`config.mk`:
```
export PLATFORM = sky130hd
export DESIGN_NAME = pus_seq
export DESIGN_NICKNAME = d
export VERILOG_FILES = /design/src/design/pus_pkg.sv /design/src/design/pus_nv_if.sv /design/src/design/pus_seq.sv /design/src/design/pus_nv_store.sv
export SDC_FILE = /design/constraint.sdc
export NUM_CORES = 1
export LEC_CHECK = 0
export ABC_AREA = 1
export BUFFER_PORTS_ARGS = -buffer_cell sky130_fd_sc_hd__buf_4
export CAP_MARGIN = 40
export CELL_PAD_IN_SITES_DETAIL_PLACEMENT = 0
export CELL_PAD_IN_SITES_GLOBAL_PLACEMENT = 1
export CORE_MARGIN = 2
export CORE_UTILIZATION = 49
export DETAILED_ROUTE_END_ITERATION = 10
export PLACE_DENSITY = 0.84
export SLEW_MARGIN = 40
export SYNTH_ARGS = -nofsm -noshare
export SYNTH_HDL_FRONTEND = slang
export SYNTH_SLANG_ARGS = --single-unit
```
`constraint.sdc`:
```
create_clock -name clk_i -period 3.4 [get_ports clk_i]
set_clock_uncertainty 0.2 [all_clocks]
set_input_delay 0.68 -clock clk_i [delete_from_list [all_inputs] [get_ports clk_i]]
set_output_delay 0.68 -clock clk_i [all_outputs]
set_load 0.02 [all_outputs]
```
`src/design/pus_pkg.sv`:
```
package pus_pkg;
   localparam int unsigned CLK_HZ          = 10_000_000;
   localparam logic [6:0]  I2C_BASE_RST    = 7'h10;
   localparam logic [6:0]  PMB_BASE_RST    = 7'h40;
   localparam logic [6:0]  ADDR_OFF        = 7'h00;
   localparam int unsigned NV_WORDS        = 16;
   localparam int unsigned NV_AW           = 4;
   localparam int unsigned NV_DW           = 16;
   localparam logic [3:0]  NV_IDX_I2C      = 4'h0;
   localparam logic [3:0]  NV_IDX_PMB      = 4'h1;
   localparam logic [3:0]  NV_IDX_CTRL     = 4'h2;
   localparam logic [3:0]  NV_LAST         = 4'hF;
   localparam int unsigned CTRL_NOOFF_BIT  = 0;
   localparam int unsigned CTRL_SWEN_BIT   = 1;
   localparam int unsigned CTRL_SWON_BIT   = 2;
   localparam int unsigned ADC_W           = 10;
   localparam int unsigned OFF_W           = 4;
   localparam logic [ADC_W-1:0] OFF_STEP   = 10'h040;
   typedef logic [NV_DW-1:0] pus_word_t;
endpackage

```
`src/design/pus_nv_if.sv`:
```
`timescale 1ns/100ps
interface pus_nv_if;
   logic                       rd_en;
   logic [pus_pkg::NV_AW-1:0]  rd_addr;
   pus_pkg::pus_word_t         rd_data;
   logic                       wr_en;
   logic [pus_pkg::NV_AW-1:0]  wr_addr;
   pus_pkg::pus_word_t         wr_data;
   modport ctrl (output rd_en, rd_addr, wr_en, wr_addr, wr_data,
                 input rd_data);
   modport mem  (input rd_en, rd_addr, wr_en, wr_addr, wr_data,
                 output rd_data);
endinterface

```
`src/design/pus_seq.sv`:
```
// Notes on behaviour
// - internal reset is held until bias and 1v8 rails are good and the oscillator is stable.
// - leaving reset starts a read of the whole nonvolatile store; words 0 to 2 load the working registers.
// - after the load, bus writes to configuration are taken regardless of enable.
// - by default conversion runs only with enable, input above uvlo, load done and address read.
// - software start options, when configured, replace the pin-based enable gating.
// - a 7-bit i2c base address of zero makes i2c ignore all traffic, pmbus unaffected.
// - a 7-bit pmbus base address of zero makes pmbus ignore all traffic, i2c unaffected.
// - bus addresses are a strapped offset (16 values) added to the bases loaded from the nonvolatile store.
// - the strap resistor is measured by a 10 bit converter during initialisation.
// - after initialisation both buses answer at base plus offset.
// - the offset-disable bit makes both buses answer at the base addresses only.
`timescale 1ns/100ps
module pus_seq
(
   input  wire logic              clk_i,
   input  wire logic              srst_i,
   input  wire logic              bias_good_i,
   input  wire logic              core_supply_1v8_good_i,
   input  wire logic              osc_stable_i,
   input  wire logic              enable_i,
   input  wire logic              vin_uvlo_ok_i,
   output      logic              adc_start_o,
   input  wire logic              adc_done_i,
   input  wire logic [9:0]        adc_code_i,
   input  wire logic              cfg_wr_i,
   input  wire logic [1:0]        cfg_sel_i,
   input  wire logic [6:0]        cfg_wdata_i,
   input  wire logic              nv_prog_i,
   input  wire logic [3:0]        nv_prog_addr_i,
   input  wire logic [15:0]       nv_prog_data_i,
   output      logic              por_n_o,
   output      logic              load_done_o,
   output      logic              addr_read_o,
   output      logic              convert_o,
   output      logic              i2c_active_o,
   output      logic              pmbus_active_o,
   output      logic [6:0]        i2c_slave_id_o,
   output      logic [6:0]        pmbus_slave_id_o,
   output      logic [6:0]        i2c_base_slave_id_o,
   output      logic [6:0]        pmbus_base_slave_id_o,
   output      logic [2:0]        ctrl_o
);
   // ---------------------------------------------------------------
   // input synchronisers
   // ---------------------------------------------------------------
   logic [4:0] s1_reg;
   logic [4:0] s2_reg;
   always_ff @(posedge clk_i)
   begin
      if (srst_i)
      begin
         s1_reg <= 5'h00;
         s2_reg <= 5'h00;
      end
      else
      begin
         s1_reg <= {bias_good_i, core_supply_1v8_good_i, osc_stable_i,
                    enable_i, vin_uvlo_ok_i};
         s2_reg <= s1_reg;
      end
   end
   logic rails_ok;
   logic en_ok;
   logic uv_ok;
   assign rails_ok = s2_reg[4] & s2_reg[3] & s2_reg[2];
   assign en_ok    = s2_reg[1];
   assign uv_ok    = s2_reg[0];

   // ---------------------------------------------------------------
   // sequencer
   // ---------------------------------------------------------------
   typedef enum logic [4:0]
   {
      ST_POR  = 5'b00001,
      ST_LOAD = 5'b00010,
      ST_ADC  = 5'b00100,
      ST_WAIT = 5'b01000,
      ST_RUN  = 5'b10000
   } pus_state_t;

   pus_state_t state_reg;
   pus_state_t state_next;
   logic [3:0] ld_idx_reg;
   logic       ld_pend_reg;
   logic [3:0] ld_widx_reg;

   pus_nv_if nv ();
   pus_nv_store u_nv
   (
      .clk_i (clk_i),
      .nv    (nv)
   );

   // load walks every word; the read data lags the address by one cycle
   assign nv.rd_en   = (state_reg == ST_LOAD);
   assign nv.rd_addr = ld_idx_reg;
   assign nv.wr_en   = nv_prog_i;
   assign nv.wr_addr = nv_prog_addr_i;
   assign nv.wr_data = nv_prog_data_i;

   always_comb
   begin
      state_next = state_reg;
      unique case (state_reg)
         ST_POR:  if (rails_ok) state_next = ST_LOAD;
         ST_LOAD: if (ld_pend_reg && ld_widx_reg == pus_pkg::NV_LAST)
                     state_next = ST_ADC;
         ST_ADC:  if (adc_done_i) state_next = ST_WAIT;
         ST_WAIT: state_next = ST_RUN;
         ST_RUN:  state_next = ST_RUN;
      endcase
      // losing a rail drops the part back into power-on reset
      if (!rails_ok)
         state_next = ST_POR;
   end

   always_ff @(posedge clk_i)
   begin
      if (srst_i)
         state_reg <= ST_POR;
      else
         state_reg <= state_next;
   end

   always_ff @(posedge clk_i)
   begin
      if (srst_i || state_reg != ST_LOAD)
      begin
         ld_idx_reg  <= 4'h0;
         ld_pend_reg <= 1'b0;
         ld_widx_reg <= 4'h0;
      end
      else
      begin
         if (ld_idx_reg != pus_pkg::NV_LAST)
            ld_idx_reg <= ld_idx_reg + 4'h1;
         ld_pend_reg <= 1'b1;
         ld_widx_reg <= ld_idx_reg;
      end
   end

   assign adc_start_o = (state_reg == ST_ADC);
   assign por_n_o     = (state_reg != ST_POR);

   // ---------------------------------------------------------------
   // working registers
   // ---------------------------------------------------------------
   logic [6:0] i2c_base_slave_id_reg;
   logic [6:0] pmbus_base_slave_id_reg;
   logic [2:0] ctrl_reg;
   logic       load_done_reg;
   logic       addr_read_reg;
   logic [3:0] offset_reg;

   always_ff @(posedge clk_i)
   begin
      if (srst_i || state_reg == ST_POR)
      begin
         i2c_base_slave_id_reg   <= pus_pkg::I2C_BASE_RST;
         pmbus_base_slave_id_reg <= pus_pkg::PMB_BASE_RST;
         ctrl_reg                <= 3'h0;
      end
      else if (state_reg == ST_LOAD && ld_pend_reg)
      begin
         unique case (ld_widx_reg)
            pus_pkg::NV_IDX_I2C:  i2c_base_slave_id_reg   <= nv.rd_data[6:0];
            pus_pkg::NV_IDX_PMB:  pmbus_base_slave_id_reg <= nv.rd_data[6:0];
            pus_pkg::NV_IDX_CTRL: ctrl_reg                <= nv.rd_data[2:0];
            default:              ;
         endcase
      end
      else if (load_done_reg && cfg_wr_i)
      begin
         // taken in any enable state once the load is through
         unique case (cfg_sel_i)
            2'h0:    i2c_base_slave_id_reg   <= cfg_wdata_i;
            2'h1:    pmbus_base_slave_id_reg <= cfg_wdata_i;
            2'h2:    ctrl_reg                <= cfg_wdata_i[2:0];
            default: ;
         endcase
      end
   end

   always_ff @(posedge clk_i)
   begin
      if (srst_i || state_reg == ST_POR)
         load_done_reg <= 1'b0;
      else if (state_reg == ST_LOAD && ld_pend_reg &&
               ld_widx_reg == pus_pkg::NV_LAST)
         load_done_reg <= 1'b1;
   end

   // strap offset: ten bit code quantised into sixteen bins
   always_ff @(posedge clk_i)
   begin
      if (srst_i || state_reg == ST_POR)
      begin
         offset_reg    <= 4'h0;
         addr_read_reg <= 1'b0;
      end
      else if (state_reg == ST_ADC && adc_done_i)
      begin
         offset_reg    <= adc_code_i[pus_pkg::ADC_W-1 -: pus_pkg::OFF_W];
         addr_read_reg <= 1'b1;
      end
   end

   // ---------------------------------------------------------------
   // addresses
   // ---------------------------------------------------------------
   logic [6:0] off7;
   assign off7 = ctrl_reg[pus_pkg::CTRL_NOOFF_BIT] ? pus_pkg::ADDR_OFF
                 : {3'h0, offset_reg};
   always_ff @(posedge clk_i)
   begin
      if (srst_i)
      begin
         i2c_slave_id_o   <= 7'h00;
         pmbus_slave_id_o <= 7'h00;
         i2c_active_o     <= 1'b0;
         pmbus_active_o   <= 1'b0;
      end
      else
      begin
         i2c_slave_id_o   <= i2c_base_slave_id_reg + off7;
         pmbus_slave_id_o <= pmbus_base_slave_id_reg + off7;
         i2c_active_o     <= addr_read_reg &&
                             i2c_base_slave_id_reg != 7'h00;
         pmbus_active_o   <= addr_read_reg &&
                             pmbus_base_slave_id_reg != 7'h00;
      end
   end

   // ---------------------------------------------------------------
   // conversion gating
   // ---------------------------------------------------------------
   logic gate_ok;
   logic start_ok;
   assign gate_ok  = load_done_reg & addr_read_reg;
   assign start_ok = ctrl_reg[pus_pkg::CTRL_SWEN_BIT]
                     ? ctrl_reg[pus_pkg::CTRL_SWON_BIT] & uv_ok
                     : en_ok & uv_ok;
   always_ff @(posedge clk_i)
   begin
      if (srst_i)
         convert_o <= 1'b0;
      else
         convert_o <= (state_reg == ST_RUN) && gate_ok && start_ok;
   end

   assign load_done_o           = load_done_reg;
   assign addr_read_o           = addr_read_reg;
   assign i2c_base_slave_id_o   = i2c_base_slave_id_reg;
   assign pmbus_base_slave_id_o = pmbus_base_slave_id_reg;
   assign ctrl_o                = ctrl_reg;
endmodule // pus_seq

```
`src/design/pus_nv_store.sv`:
```
`timescale 1ns/100ps
module pus_nv_store
(
   input  wire logic clk_i,
   pus_nv_if.mem     nv
);
   pus_pkg::pus_word_t mem_reg [pus_pkg::NV_WORDS];
   pus_pkg::pus_word_t rd_reg;

   // contents are nonvolatile: no reset, programmed through the write port
   always_ff @(posedge clk_i)
   begin
      if (nv.wr_en)
         mem_reg[nv.wr_addr] <= nv.wr_data;
   end

   always_ff @(posedge clk_i)
   begin
      if (nv.rd_en)
         rd_reg <= mem_reg[nv.rd_addr];
   end

   assign nv.rd_data = rd_reg;
endmodule // pus_nv_store

```
# == Yosys cells after proc, flatten, opt, wreduce, memory -nomap -nowiden ==
# Memories as Yosys holds them, arrays and structs flattened. A register that Yosys moved wholly into a read port is not among the register bits.
# Index checks and enable logic that the tools add are counted.
# word_totals
reg_bits,64
latchBits,0
mem_bits_rw,256
rom_bits,0
inputBits,49
out_inout_bits,38
word_cells,90
n_memories,1
# mem_list
name,depth,width,rd,rd_ports_with_merged_regs,wr,line,rtl
u_nv.mem_reg,16,16,1,1,1,pus_nv_store.sv:7,pus_pkg::pus_word_t mem_reg [pus_pkg::NV_WORDS];
# op_classes
addsub,3
mul,0
div,0
order_cmp,0
eq_ne,18
n_shift,0
muxes,20
bitwise_logic,6
n_reduce_logical,25
# op_table
op,count
$mux W7,8
$pmux W5 S4,1
$add A7 B4 Y7,2
$reduce_bool A7 Y1,2
$mux W3,4
$mux W5,2
$ne A2 B1 Y1 const B,5
$logic_and A1 B1 Y1,9
$reduce_and A3 Y1,3
$reduce_bool A2 Y1,4
$and A1 B1 Y1,5
$eq A5 B1 Y1 const B,1
$eq A5 B2 Y1 const B,1
$eq A5 B3 Y1 const B,1
$eq A5 B4 Y1 const B,1
$eq A5 B5 Y1 const B,1
$ne A5 B1 Y1 const B,1
$ne A5 B2 Y1 const B,1
$add A4 B1 Y4 const B,1
$eq A4 B1 Y1 const B,1
$eq A4 B2 Y1 const B,1
$eq A4 B4 Y1 const B,1
$logic_not A4 Y1,1
$mux W1,4
9 further kinds,11

# == Longest topological paths before layout ==
# Gate-level depths: netlist (run 1).
# logic_depth
depth_word,4
ltp_mapped,13
depth_no_buf,13

# == Hierarchy ==
# Synthesis (run 1) repeated with hierarchy kept, for this count alone.
# unflattened
hier_cells,1486
hier_area_um2,14485.1
# by_module_without_submodules
module,instances,cells_per_inst,area_per_inst_um2,seq_area_each_um2
pus_nv_store,1,1074,11541.1,8167.8
pus_seq,1,412,2944.1,1281.2

# == Worst setup path after synthesis (run 1) ==
# Ideal clock, no wire load.
# synth_path
kind,input-to-reg
startpoint,in srst_i
endpoint,"reg pmbus_base_slave_id_reg[5], in the netlist pmbus_base_slave_id_o[5]"
setup_time_ns,0.113
arrival_time_ns,1.533
required_time_ns,3.087
path_slack_ns,1.554
cell_stages,7
n_path_buf,2
path_cell_list,buf_4 -> clkinv_1 -> nand2_2 -> inv_1 -> buf_4 -> nand2_1 -> nor2_1
# synth_between
elab_chain_cells,1
# synth_lines
item,line,rtl
start: declaration,pus_seq.sv:17,"input wire logic srst_i,"
$logic_or A1 B1 Y1,pus_seq.sv:158,if (srst_i || state_reg == ST_POR)
end signal: assignment,pus_seq.sv:161,pmbus_base_slave_id_reg <= pus_pkg::PMB_BASE_RST;
end signal: assignment,pus_seq.sv:168,pus_pkg::NV_IDX_PMB: pmbus_base_slave_id_reg <= nv.rd_data[6:0];
end signal: assignment,pus_seq.sv:178,2'h1: pmbus_base_slave_id_reg <= cfg_wdata_i;
end: declaration,pus_seq.sv:150,logic [6:0] pmbus_base_slave_id_reg;
# No other way between the ends.
# A chain may end at the register's enable or synchronous reset.

# == Final worst setup path (run 1) ==
# layout_path
startpoint,reg state_reg[0]
endpoint,out adc_start_o
# layout_between
elab_chain_cells,1
# layout_lines
item,line,rtl
start: declaration,pus_seq.sv:82,pus_state_t state_reg;
start signal: assignment,pus_seq.sv:123,state_reg <= state_next;
$eq A5 B3 Y1,pus_seq.sv:143,assign adc_start_o = (state_reg == ST_ADC);
end: declaration,pus_seq.sv:23,"output logic adc_start_o,"
# No other way between the ends.

==> qor.yml, run 1 <==
clk_pin_slew_ns: 0.07
multi_input_area_um2: 2226
netlist_area_um2: 7500
switchingPower_mw: 0.8998
netSwitchingFraction_pct: 19.68
ir_worst_vdd_mv: 0.3625
setup_violations: 0
final_cell_mix: "151 x nor2_1, 119 x edfxtp_1, 105 x nand2_1"
drive_gt1_share_pct: 14.15
vias_per_cell: 5.309
nets: 878
dieArea_um2: 16310
grt_setup_unrepaired: "no"
drt_first_pass_iters: 6
seq_power_share_pct: 52.6
whs_ns: 0.2110
outcome: "finished clean"
die_y_um: 127.7
relSlewSlack_pct: 51.04
cts_hold_buffers: 0
drc: 0
layout_commonest_cell: "nor2_1"
p_comb_share_pct: 2.3
fin_tns_setup_ns: 0
std_cell_rows: 45
cts.path.max_buffers: 2
synth_area_per_cell_um2: 9.947
start_kind: "register"
end_kind: "output port"
numCtsBuffers: 17
yosysWarnings: 0
dr_total_vias: 5426
fin_crit_sh_pct: 69.22
critPathKind: "register to output port"
grt_pass1_wl_mm: 25.48
drt_iter0_markers: 517
largest_reg_flops: 112
final_hold_viol_count: 0
ys_types: 34
place.gp.congestion: 0.8166
powerDensity_nw_per_um2: 520.6
maxCapViolations: 0
diodes: 0
track_usage_pct: 20.45
post-cts-setup-buffer-count: 0
finish.instance_area_um2: 8782
synth_nets: 810
hpwl_mm: 10.81
cts-root-buf: "clkbuf_16"
first_global_vias: 5017
worstPathArrival_ns: 1.47
syn_inst: 754
cts_tree: "built"
crit_fanout: 6
htree_levels: 4
clk_latency_ns: 0.42
ios: 87
fmax_ghz: 0.4249
hold_path.class: "register to register"
p_leak_nw: 3.384
cts_resized: 0
clock_sinks: 183
clock_power_share_pct: 45.1
start_util_pct: 49.70
post_drt_wl_per_cell_um: 15.82
worst_pin_slew_ns: 0.7316
final-seq-area_um2: 4855
detail-route-antenna-nets: 0
wl_mm: 16.17
core_area_um2: 15090
finalMaxSlewViolations: 0
antenna_found_initial: 0
io_buffers: 71
fillCellCount: 1287
overflow: 0
place_area_um2: 8160
fin_crit_ns: 2.353
grt_max_degree: 59
required_ns: 2.52
die_x_um: 127.7
syn2layout_area_growth_pct: 17.10
synth-seq-cells: 183
power.internal_mw: 3.672
seq_area_frac_synth_pct: 64.73
## path summary, 6_finish.rpt
kind                       from                 end  slack (ns)  cells after the start
setup / recovery   state_reg[0]         adc_start_o        1.05                      4
hold / removal        s1_reg[3]           s2_reg[3]        0.21                      2
setup reg to reg  ld_idx_reg[1]  u_nv.nv.rd_data[5]        1.26                      8
hold reg to reg       s1_reg[3]           s2_reg[3]        0.21                      2
## cell families after synthesis
| family | count (synthesis) | share of synthesized area, % |
|---|---|---|
| xor+xnor | 2 | 0.2336 |
| fa+ha+maj | 7 | 1.168 |
| buf+inv | 102 | 5.589 |
| simple gates | 328 | 18.57 |
| compound gates | 132 | 9.710 |
| flops | 183 | 64.73 |
## worst max-delay path, cell delays in order, from the launching register on
cell	delay [ns]
dfxtp_1	0.33
nor2_2	0.14
nand2_2	0.08
nor3_4	0.29
buf_4	0.21
## routing by layer
metal  global-route usage (%)  vias up  routed length [um]
met2                    35.23      188                8030
met3                    3.631       17                 914
met5                        0        -                   0
met1                    26.27     2543                7004
met4                    6.917        0                 219
li1                         -     2678                   -
## power groups by stage
stage | sequential, mW | combinational (mW) | clock, mW
3_3_place_gp | 2.45 | 0.104 | 0
4_1_cts | 2.40 | 0.107 | 2.08
5_1_grt | 2.41 | 0.119 | 2.18
3_5_place_dp | 2.45 | 0.107 | 0
6_report | 2.40 | 0.106 | 2.06
2_1_floorplan | 2.45 | 0.0358 | 0
## area by class of cell
type	instances	area share, %
clock buffers	17	4.844
clock inverters	14	2.237
inverters	77	3.291
multi-input cells	469	25.35
flip-flops and latches	183	55.28
well taps	188	2.678
repair buffers	74	6.326
## Yosys cell counts
master     count  area share [%]
clkbuf_1      12            0.60
a21oi_2        1            0.12
nand3b_1       2            0.20
nor3_1         4            0.27
buf_4          3            0.30
nand3_2        1            0.13
nor2_4         2            0.30
ha_1           7             1.2
clkinv_1       3            0.15
nand2_4        1            0.15
nor2_2         2            0.17
inv_1         74             3.7
o211ai_1      16             1.6
nand2_2        8            0.67
nor4_1         2            0.17
o21ai_1        6            0.40
o22ai_1       14             1.2
o21ai_0       73             4.9
xor2_1         2            0.23
nor3_4         1            0.22
a21oi_1       20             1.3
edfxtp_1     119              48
and2_1         5            0.42
nand4_1        5            0.42
nor3b_1        1            0.10
nand3_1       37             2.5
buf_6          2            0.30
dfxtp_1       64              17
a21boi_0       1            0.10
a2111oi_0      1            0.12
nor2_1       151             7.6
nand2_1      105             5.3
or3_1          1           0.083
buf_2          8            0.53
## stage by stage
stage	total power, mW	utilization [%]	worst slack [ns]	instances
floorplan	2.489	-	1.554	754
global placement	2.556	54.08	1.010	991
detailed placement	2.560	54.08	0.9771	991
CTS	4.596	58.20	1.020	1022
global route	4.701	58.20	0.9513	1022
finish	4.572	58.20	1.047	1022
Note: power is estimated with default switching activity, not from simulation.
==> inputs of run 2 (changes only) <==
CORE_UTILIZATION = 45   (was 49)
PLACE_DENSITY = 0.78   (was 0.84)
clock period = 2.4 ns   (was 3.4 ns; I/O delays follow)
==> run 2 against run 1 <==
Register-to-register slack worse by 0.81 ns. Setup slack lost 0.78 ns. Sequential share of layout area shrank 0.49 points. Combinational power up 48%. Clock-buffer cell count is 1 higher. Non-clock buffer count up 13. Die area up 8.6%. Highest routed layer unchanged.
==> qor.yml, run 2 (synthesis results as in run 1) <==
outcome: "finished clean"  # unchanged
whs_ns: 0.05868  # was 0.2110 ns
syn2layout_area_growth_pct: 18.15  # was 17.10%
clock_sinks: 183  # unchanged
diodes: 0  # unchanged
relSlewSlack_pct: 54.54  # was 51.04%
cts_tree: "built"  # unchanged
first_global_vias: 5239  # was 5017
detail-route-antenna-nets: 0  # unchanged
pre_cts_slack_ns: 0.4641  # was 0.9771 ns
antenna_found_initial: 0  # unchanged
final_hold_viol_count: 0  # unchanged
clk_latency_ns: 0.43  # was 0.42 ns
grt_max_degree: 59  # unchanged
start_util_pct: 45.71  # was 49.70%
powerDensity_nw_per_um2: 696.1  # was 520.6 nW/um2
place.gp.congestion: 0.8538  # was 0.8166
cp_cell_sequence: "nor2_2, nand2_2, nor3_4, buf_4"  # unchanged
std_cell_rows: 47  # was 45
required_ns: 1.72  # was 2.52 ns
cts_hold_buffers: 0  # unchanged
dr_total_vias: 5405  # was 5426
fin_ws_ns: 0.2644  # was 1.047 ns
p_leak_nw: 3.416  # was 3.384 nW
io_buffers: 71  # unchanged
post-cts-setup-buffer-count: 0  # unchanged
fmax_ghz: 0.4682
dieArea_um2: 17710  # was 16310 um2
final_cell_mix: "151 x nor2_1, 119 x edfxtp_1, 105 x nand2_1"  # unchanged
htree_levels: 4  # unchanged
start_kind: "register"  # unchanged
drive_gt1_share_pct: 15.47  # was 14.15%
die_y_um: 133.1  # was 127.7 um
critPathSlowestCell: "dfxtp_1"  # unchanged
fin_crit_sh_pct: 88.99
post_drt_wl_per_cell_um: 15.61  # was 15.82 um
max_stage_delay_ns: 0.34  # was 0.33 ns
clk_pin_slew_ns: 0.06  # was 0.07 ns
grt_pass1_wl_mm: 26.63  # was 25.48 mm
ios: 87  # unchanged
nets: 891  # was 878
drc: 0  # unchanged
worstPathArrival_ns: 1.46  # was 1.47 ns
hold_path.class: "input pin to register"  # was register to register
cts_resized: 0  # unchanged
setup_violations: 0  # unchanged
die_x_um: 133.1  # was 127.7 um
critPathKind: "register to output port"  # unchanged
fin_tns_setup_ns: 0  # unchanged
overflow: 0  # unchanged
fin_crit_ns: 2.136
ir_worst_vdd_mv: 0.5743  # was 0.3625 mV
drt_first_pass_iters: 5  # was 6
hpwl_mm: 11.44  # was 10.81 mm
drt_iter0_markers: 396  # was 517
vias_per_cell: 5.066  # was 5.309
worst_pin_slew_ns: 0.6794  # was 0.7316 ns
layout_commonest_cell: "nor2_1"  # unchanged
maxCapViolations: 0  # unchanged
cts-root-buf: "clkbuf_16"  # unchanged
cts.path.max_buffers: 2  # unchanged
crit_fanout: 6  # unchanged
fillCellCount: 1433  # was 1287
wl_mm: 16.65  # was 16.17 mm
finalMaxSlewViolations: 0  # unchanged
grt_setup_unrepaired: "no"  # unchanged
end_kind: "output port"  # unchanged
largest_reg_flops: 112  # unchanged
core_area_um2: 16410  # was 15090 um2
numCtsBuffers: 17  # unchanged
track_usage_pct: 19.59  # was 20.45%
[run 2: metrics by stage]
| stage | instance area, um2 | utilization, % | cells | total power, mW |
|---|---|---|---|---|
| CTS | 8861 | 54.01 | 1067 | 6.232 |
| global placement | 8310 | 50.65 | 1036 | 3.629 |
| global route | 8861 | 54.01 | 1067 | 6.374 |
| detailed placement | 8310 | 50.65 | 1036 | 3.635 |
| finish | 8861 | 54.01 | 1067 | 6.168 |
| floorplan | 7500 | - | 754 | 3.526 |
[run 2: worst max-delay path, delay by kind of cell, from the launching register on]
family	cells	cell delay, ns
simple gates	3	0.49
flops	1	0.34
buf+inv	1	0.21
[run 2: worst paths after layout]
kind	slack, ns	to	depth (start not counted)	startpoint
min	0.06	s1_reg[4]	3	bias_good_i
max	0.26	adc_start_o	4	state_reg[0]
min reg2reg	0.20	s2_reg[1]	2	s1_reg[1]
max reg2reg	0.45	u_nv.nv.rd_data[5]	8	ld_idx_reg[1]
[run 2: final cells by class]
class | count | area, um2 | share of cell area (%)
Clock inverter | 13 | 121.4 | 1.370
Timing Repair Buffer | 87 | 665.6 | 7.512
Multi-Input combinational cell | 469 | 2226 | 25.12
Clock buffer | 18 | 429.2 | 4.843
Tap cell | 220 | 275.3 | 3.106
Inverter | 77 | 289.0 | 3.262
Sequential cell | 183 | 4855 | 54.79
[run 2: layer usage]
layer | wire (um) | track usage (%)
met1 | 7293 | 24.50
met2 | 8272 | 33.88
met3 | 870 | 4.985
met4 | 217 | 5.615
met5 | 0 | 0
[run 2: where the power goes]
group	total (mW)	switching (mW)	internal, mW	leakage [nW]
combinational	0.157	0.0990	0.0582	1.56
clock	2.60	1.17	1.43	0.264
sequential	3.41	0.0107	3.40	1.59
total	6.17	1.28	4.89	3.42
==> inputs of run 3 (changes only) <==
CORE_UTILIZATION = 47   (was 45)
CTS_BUF_LIST = sky130_fd_sc_hd__clkbuf_4 sky130_fd_sc_hd__clkbuf_8   (was default)
PLACE_DENSITY = 0.81   (was 0.78)
==> run 3 against run 2 <==
First-iteration DRC count grew 9.3%. Final area decreased by 1.6%. Non-clock buffer count rose by 3. Sequential cell count did not move. Global-route usage increased by 0.54 points. Clock-buffer cell count unchanged. Maximum frequency down 2.9%. Core utilization grew 1.5 points. Critical path depth unchanged. Cell count unchanged. Via count fell by 0.17%. Clock power decreased by 26%. Critical path type unchanged. Critical endpoint unchanged.
==> qor.yml, run 3 (synthesis results as in run 1) <==
outcome: "finished clean"  # unchanged
cp_cell_sequence: "nor2_2, nand2_2, nor3_4, buf_4"  # unchanged
hold_path.class: "input pin to register"  # unchanged
dr_total_vias: 5396  # was 5405
io_buffers: 71  # unchanged
clk_latency_ns: 0.47  # was 0.43 ns
p_comb_share_pct: 2.9  # was 2.5%
clock_sinks: 183  # unchanged
layout_commonest_cell: "nor2_1"  # unchanged
relSlewSlack_pct: 57.50  # was 54.54%
p_leak_nw: 3.363  # was 3.416 nW
start_util_pct: 47.73  # was 45.71%
fin_util_pct: 55.48  # was 54.01%
fillCellCount: 1365  # was 1433
finalMaxSlewViolations: 0  # unchanged
vias_per_cell: 5.057  # was 5.066
critPathKind: "register to output port"  # unchanged
first_global_vias: 5076  # was 5239
clk_pin_slew_ns: 0.10  # was 0.06 ns
clock_power_share_pct: 35.2  # was 42.2%
std_cell_rows: 46  # was 47
grt_max_degree: 59  # unchanged
cts_tree: "built"  # unchanged
maxCapViolations: 0  # unchanged
post-cts-setup-buffer-count: 0  # unchanged
reg2regPathDepth: 7  # was 8
cts-root-buf: "clkbuf_8"  # was clkbuf_16
syn2layout_area_growth_pct: 16.23  # was 18.15%
seq_power_share_pct: 61.9  # was 55.2%
final_cell_mix: "151 x nor2_1, 119 x edfxtp_1, 105 x nand2_1"  # unchanged
track_usage_pct: 20.13  # was 19.59%
drt_first_pass_iters: 5  # unchanged
critPathSlowestCell: "dfxtp_1"  # unchanged
fin_crit_sh_pct: 91.68  # was 88.99%
hpwl_mm: 11.20  # was 11.44 mm
end_kind: "output port"  # unchanged
worst_pin_slew_ns: 0.6352  # was 0.6794 ns
cts.path.max_buffers: 2  # unchanged
grt_setup_unrepaired: "no"  # unchanged
post_drt_wl_per_cell_um: 15.39  # was 15.61 um
place_area_um2: 8325  # was 8310 um2
max_stage_delay_ns: 0.35  # was 0.34 ns
crit_fanout: 6  # unchanged
ir_worst_vdd_mv: 0.5438  # was 0.5743 mV
dieArea_um2: 16980  # was 17710 um2
drt_iter0_markers: 433  # was 396
fmax_ghz: 0.4545  # was 0.4682 GHz
drive_gt1_share_pct: 15.98  # was 15.47%
grt_pass1_wl_mm: 25.52  # was 26.63 mm
worstPathArrival_ns: 1.52  # was 1.46 ns
final_hold_viol_count: 0  # unchanged
numCtsBuffers: 17  # unchanged
power.internal_mw: 4.226  # was 4.887 mW
diodes: 0  # unchanged
htree_levels: 4  # unchanged
finish.instance_area_um2: 8717  # was 8861 um2
die_x_um: 130.3  # was 133.1 um
setup_violations: 0  # unchanged
largest_reg_flops: 112  # unchanged
place.gp.congestion: 0.8328  # was 0.8538
ios: 87  # unchanged
hold_path_depth: 3  # unchanged
nets: 894  # was 891
core_area_um2: 15710  # was 16410 um2
start_kind: "register"  # unchanged
required_ns: 1.72  # about the same
wl_mm: 16.42  # was 16.65 mm
detail-route-antenna-nets: 0  # unchanged
r2r_slack_ns: 0.40  # was 0.45 ns
die_y_um: 130.3  # was 133.1 um
fin_crit_ns: 2.200  # was 2.136 ns
switchingPower_mw: 1.268  # was 1.281 mW
whs_ns: 0.01684  # was 0.05868 ns
drc: 0  # unchanged
fin_tns_setup_ns: 0  # unchanged
p_total_mw: 5.495  # was 6.168 mW
overflow: 0  # unchanged
netSwitchingFraction_pct: 23.09  # was 20.77%
antenna_found_initial: 0  # unchanged
powerDensity_nw_per_um2: 630.3  # was 696.1 nW/um2
-- run 3: changes by cell type in the layout (fill, tap and decap cells not counted), sizes merged --
cell,delta
clkinvlp,-2
inv,+4
buf,+1
dlygate4sd3,+2
bufinv,-1
-- run 3: timing repair --
| item | in CTS | in global routing |
|---|---|---|
| hold buffers | 1 | 1 |
| endpoints found under the setup margin | 0 | 0 |
| gates resized for setup | 0 | 0 |
| endpoints found under the hold margin | 1 | 1 |
-- run 3: per-stage QoR --
stage / setup slack, ns / instances
global route: 0.06755 / 1067
floorplan: 0.6161 / 754
finish: 0.1996 / 1067
detailed placement: 0.4129 / 1033
global placement: 0.4465 / 1033
CTS: 0.1661 / 1066
-- run 3: area by class of cell --
class	instances	area, um2	area share (%)
tap	216	270.3	3.100
multi-input combinational	469	2226	25.53
clock buffer	18	241.5	2.770
inverter	77	289.0	3.316
clock inverter	14	130.1	1.493
sequential	183	4855	55.69
timing repair buffer	90	705.7	8.095
-- run 3: worst paths after layout --
| path | from | to |
|---|---|---|
| hold reg to reg | s1_reg[2] | s2_reg[2] |
| setup reg to reg | ld_idx_reg[1] | u_nv.nv.rd_data[6] |
| hold / removal | core_supply_1v8_good_i | s1_reg[3] |
| setup / recovery | state_reg[0] | adc_start_o |
-- run 3: power groups by stage --
stage                     Sequential [mW]  Combinational (mW)  Clock [mW]
final                                3.40               0.159        1.93
after global routing                 3.41               0.176        2.08
after CTS                            3.40               0.160        1.97
after detailed placement             3.48               0.158           0
after global placement               3.47               0.154           0
after floorplan                      3.48              0.0507           0
-- run 3: routing by layer --
metal | vias to the layer above | GRT usage (%) | routed length [um]
met5 | - | 0 | 0
met4 | 0 | 6.958 | 252
met3 | 16 | 4.674 | 929
met2 | 174 | 34.31 | 8072
met1 | 2503 | 25.36 | 7166
li1 | 2703 | - | -
-- run 3: critical path: cells and delay by family, from the launching register on --
family	cells	cell delay, ns
DFF	1	0.35
and+or+nand+nor	3	0.50
buffers and inverters	1	0.21
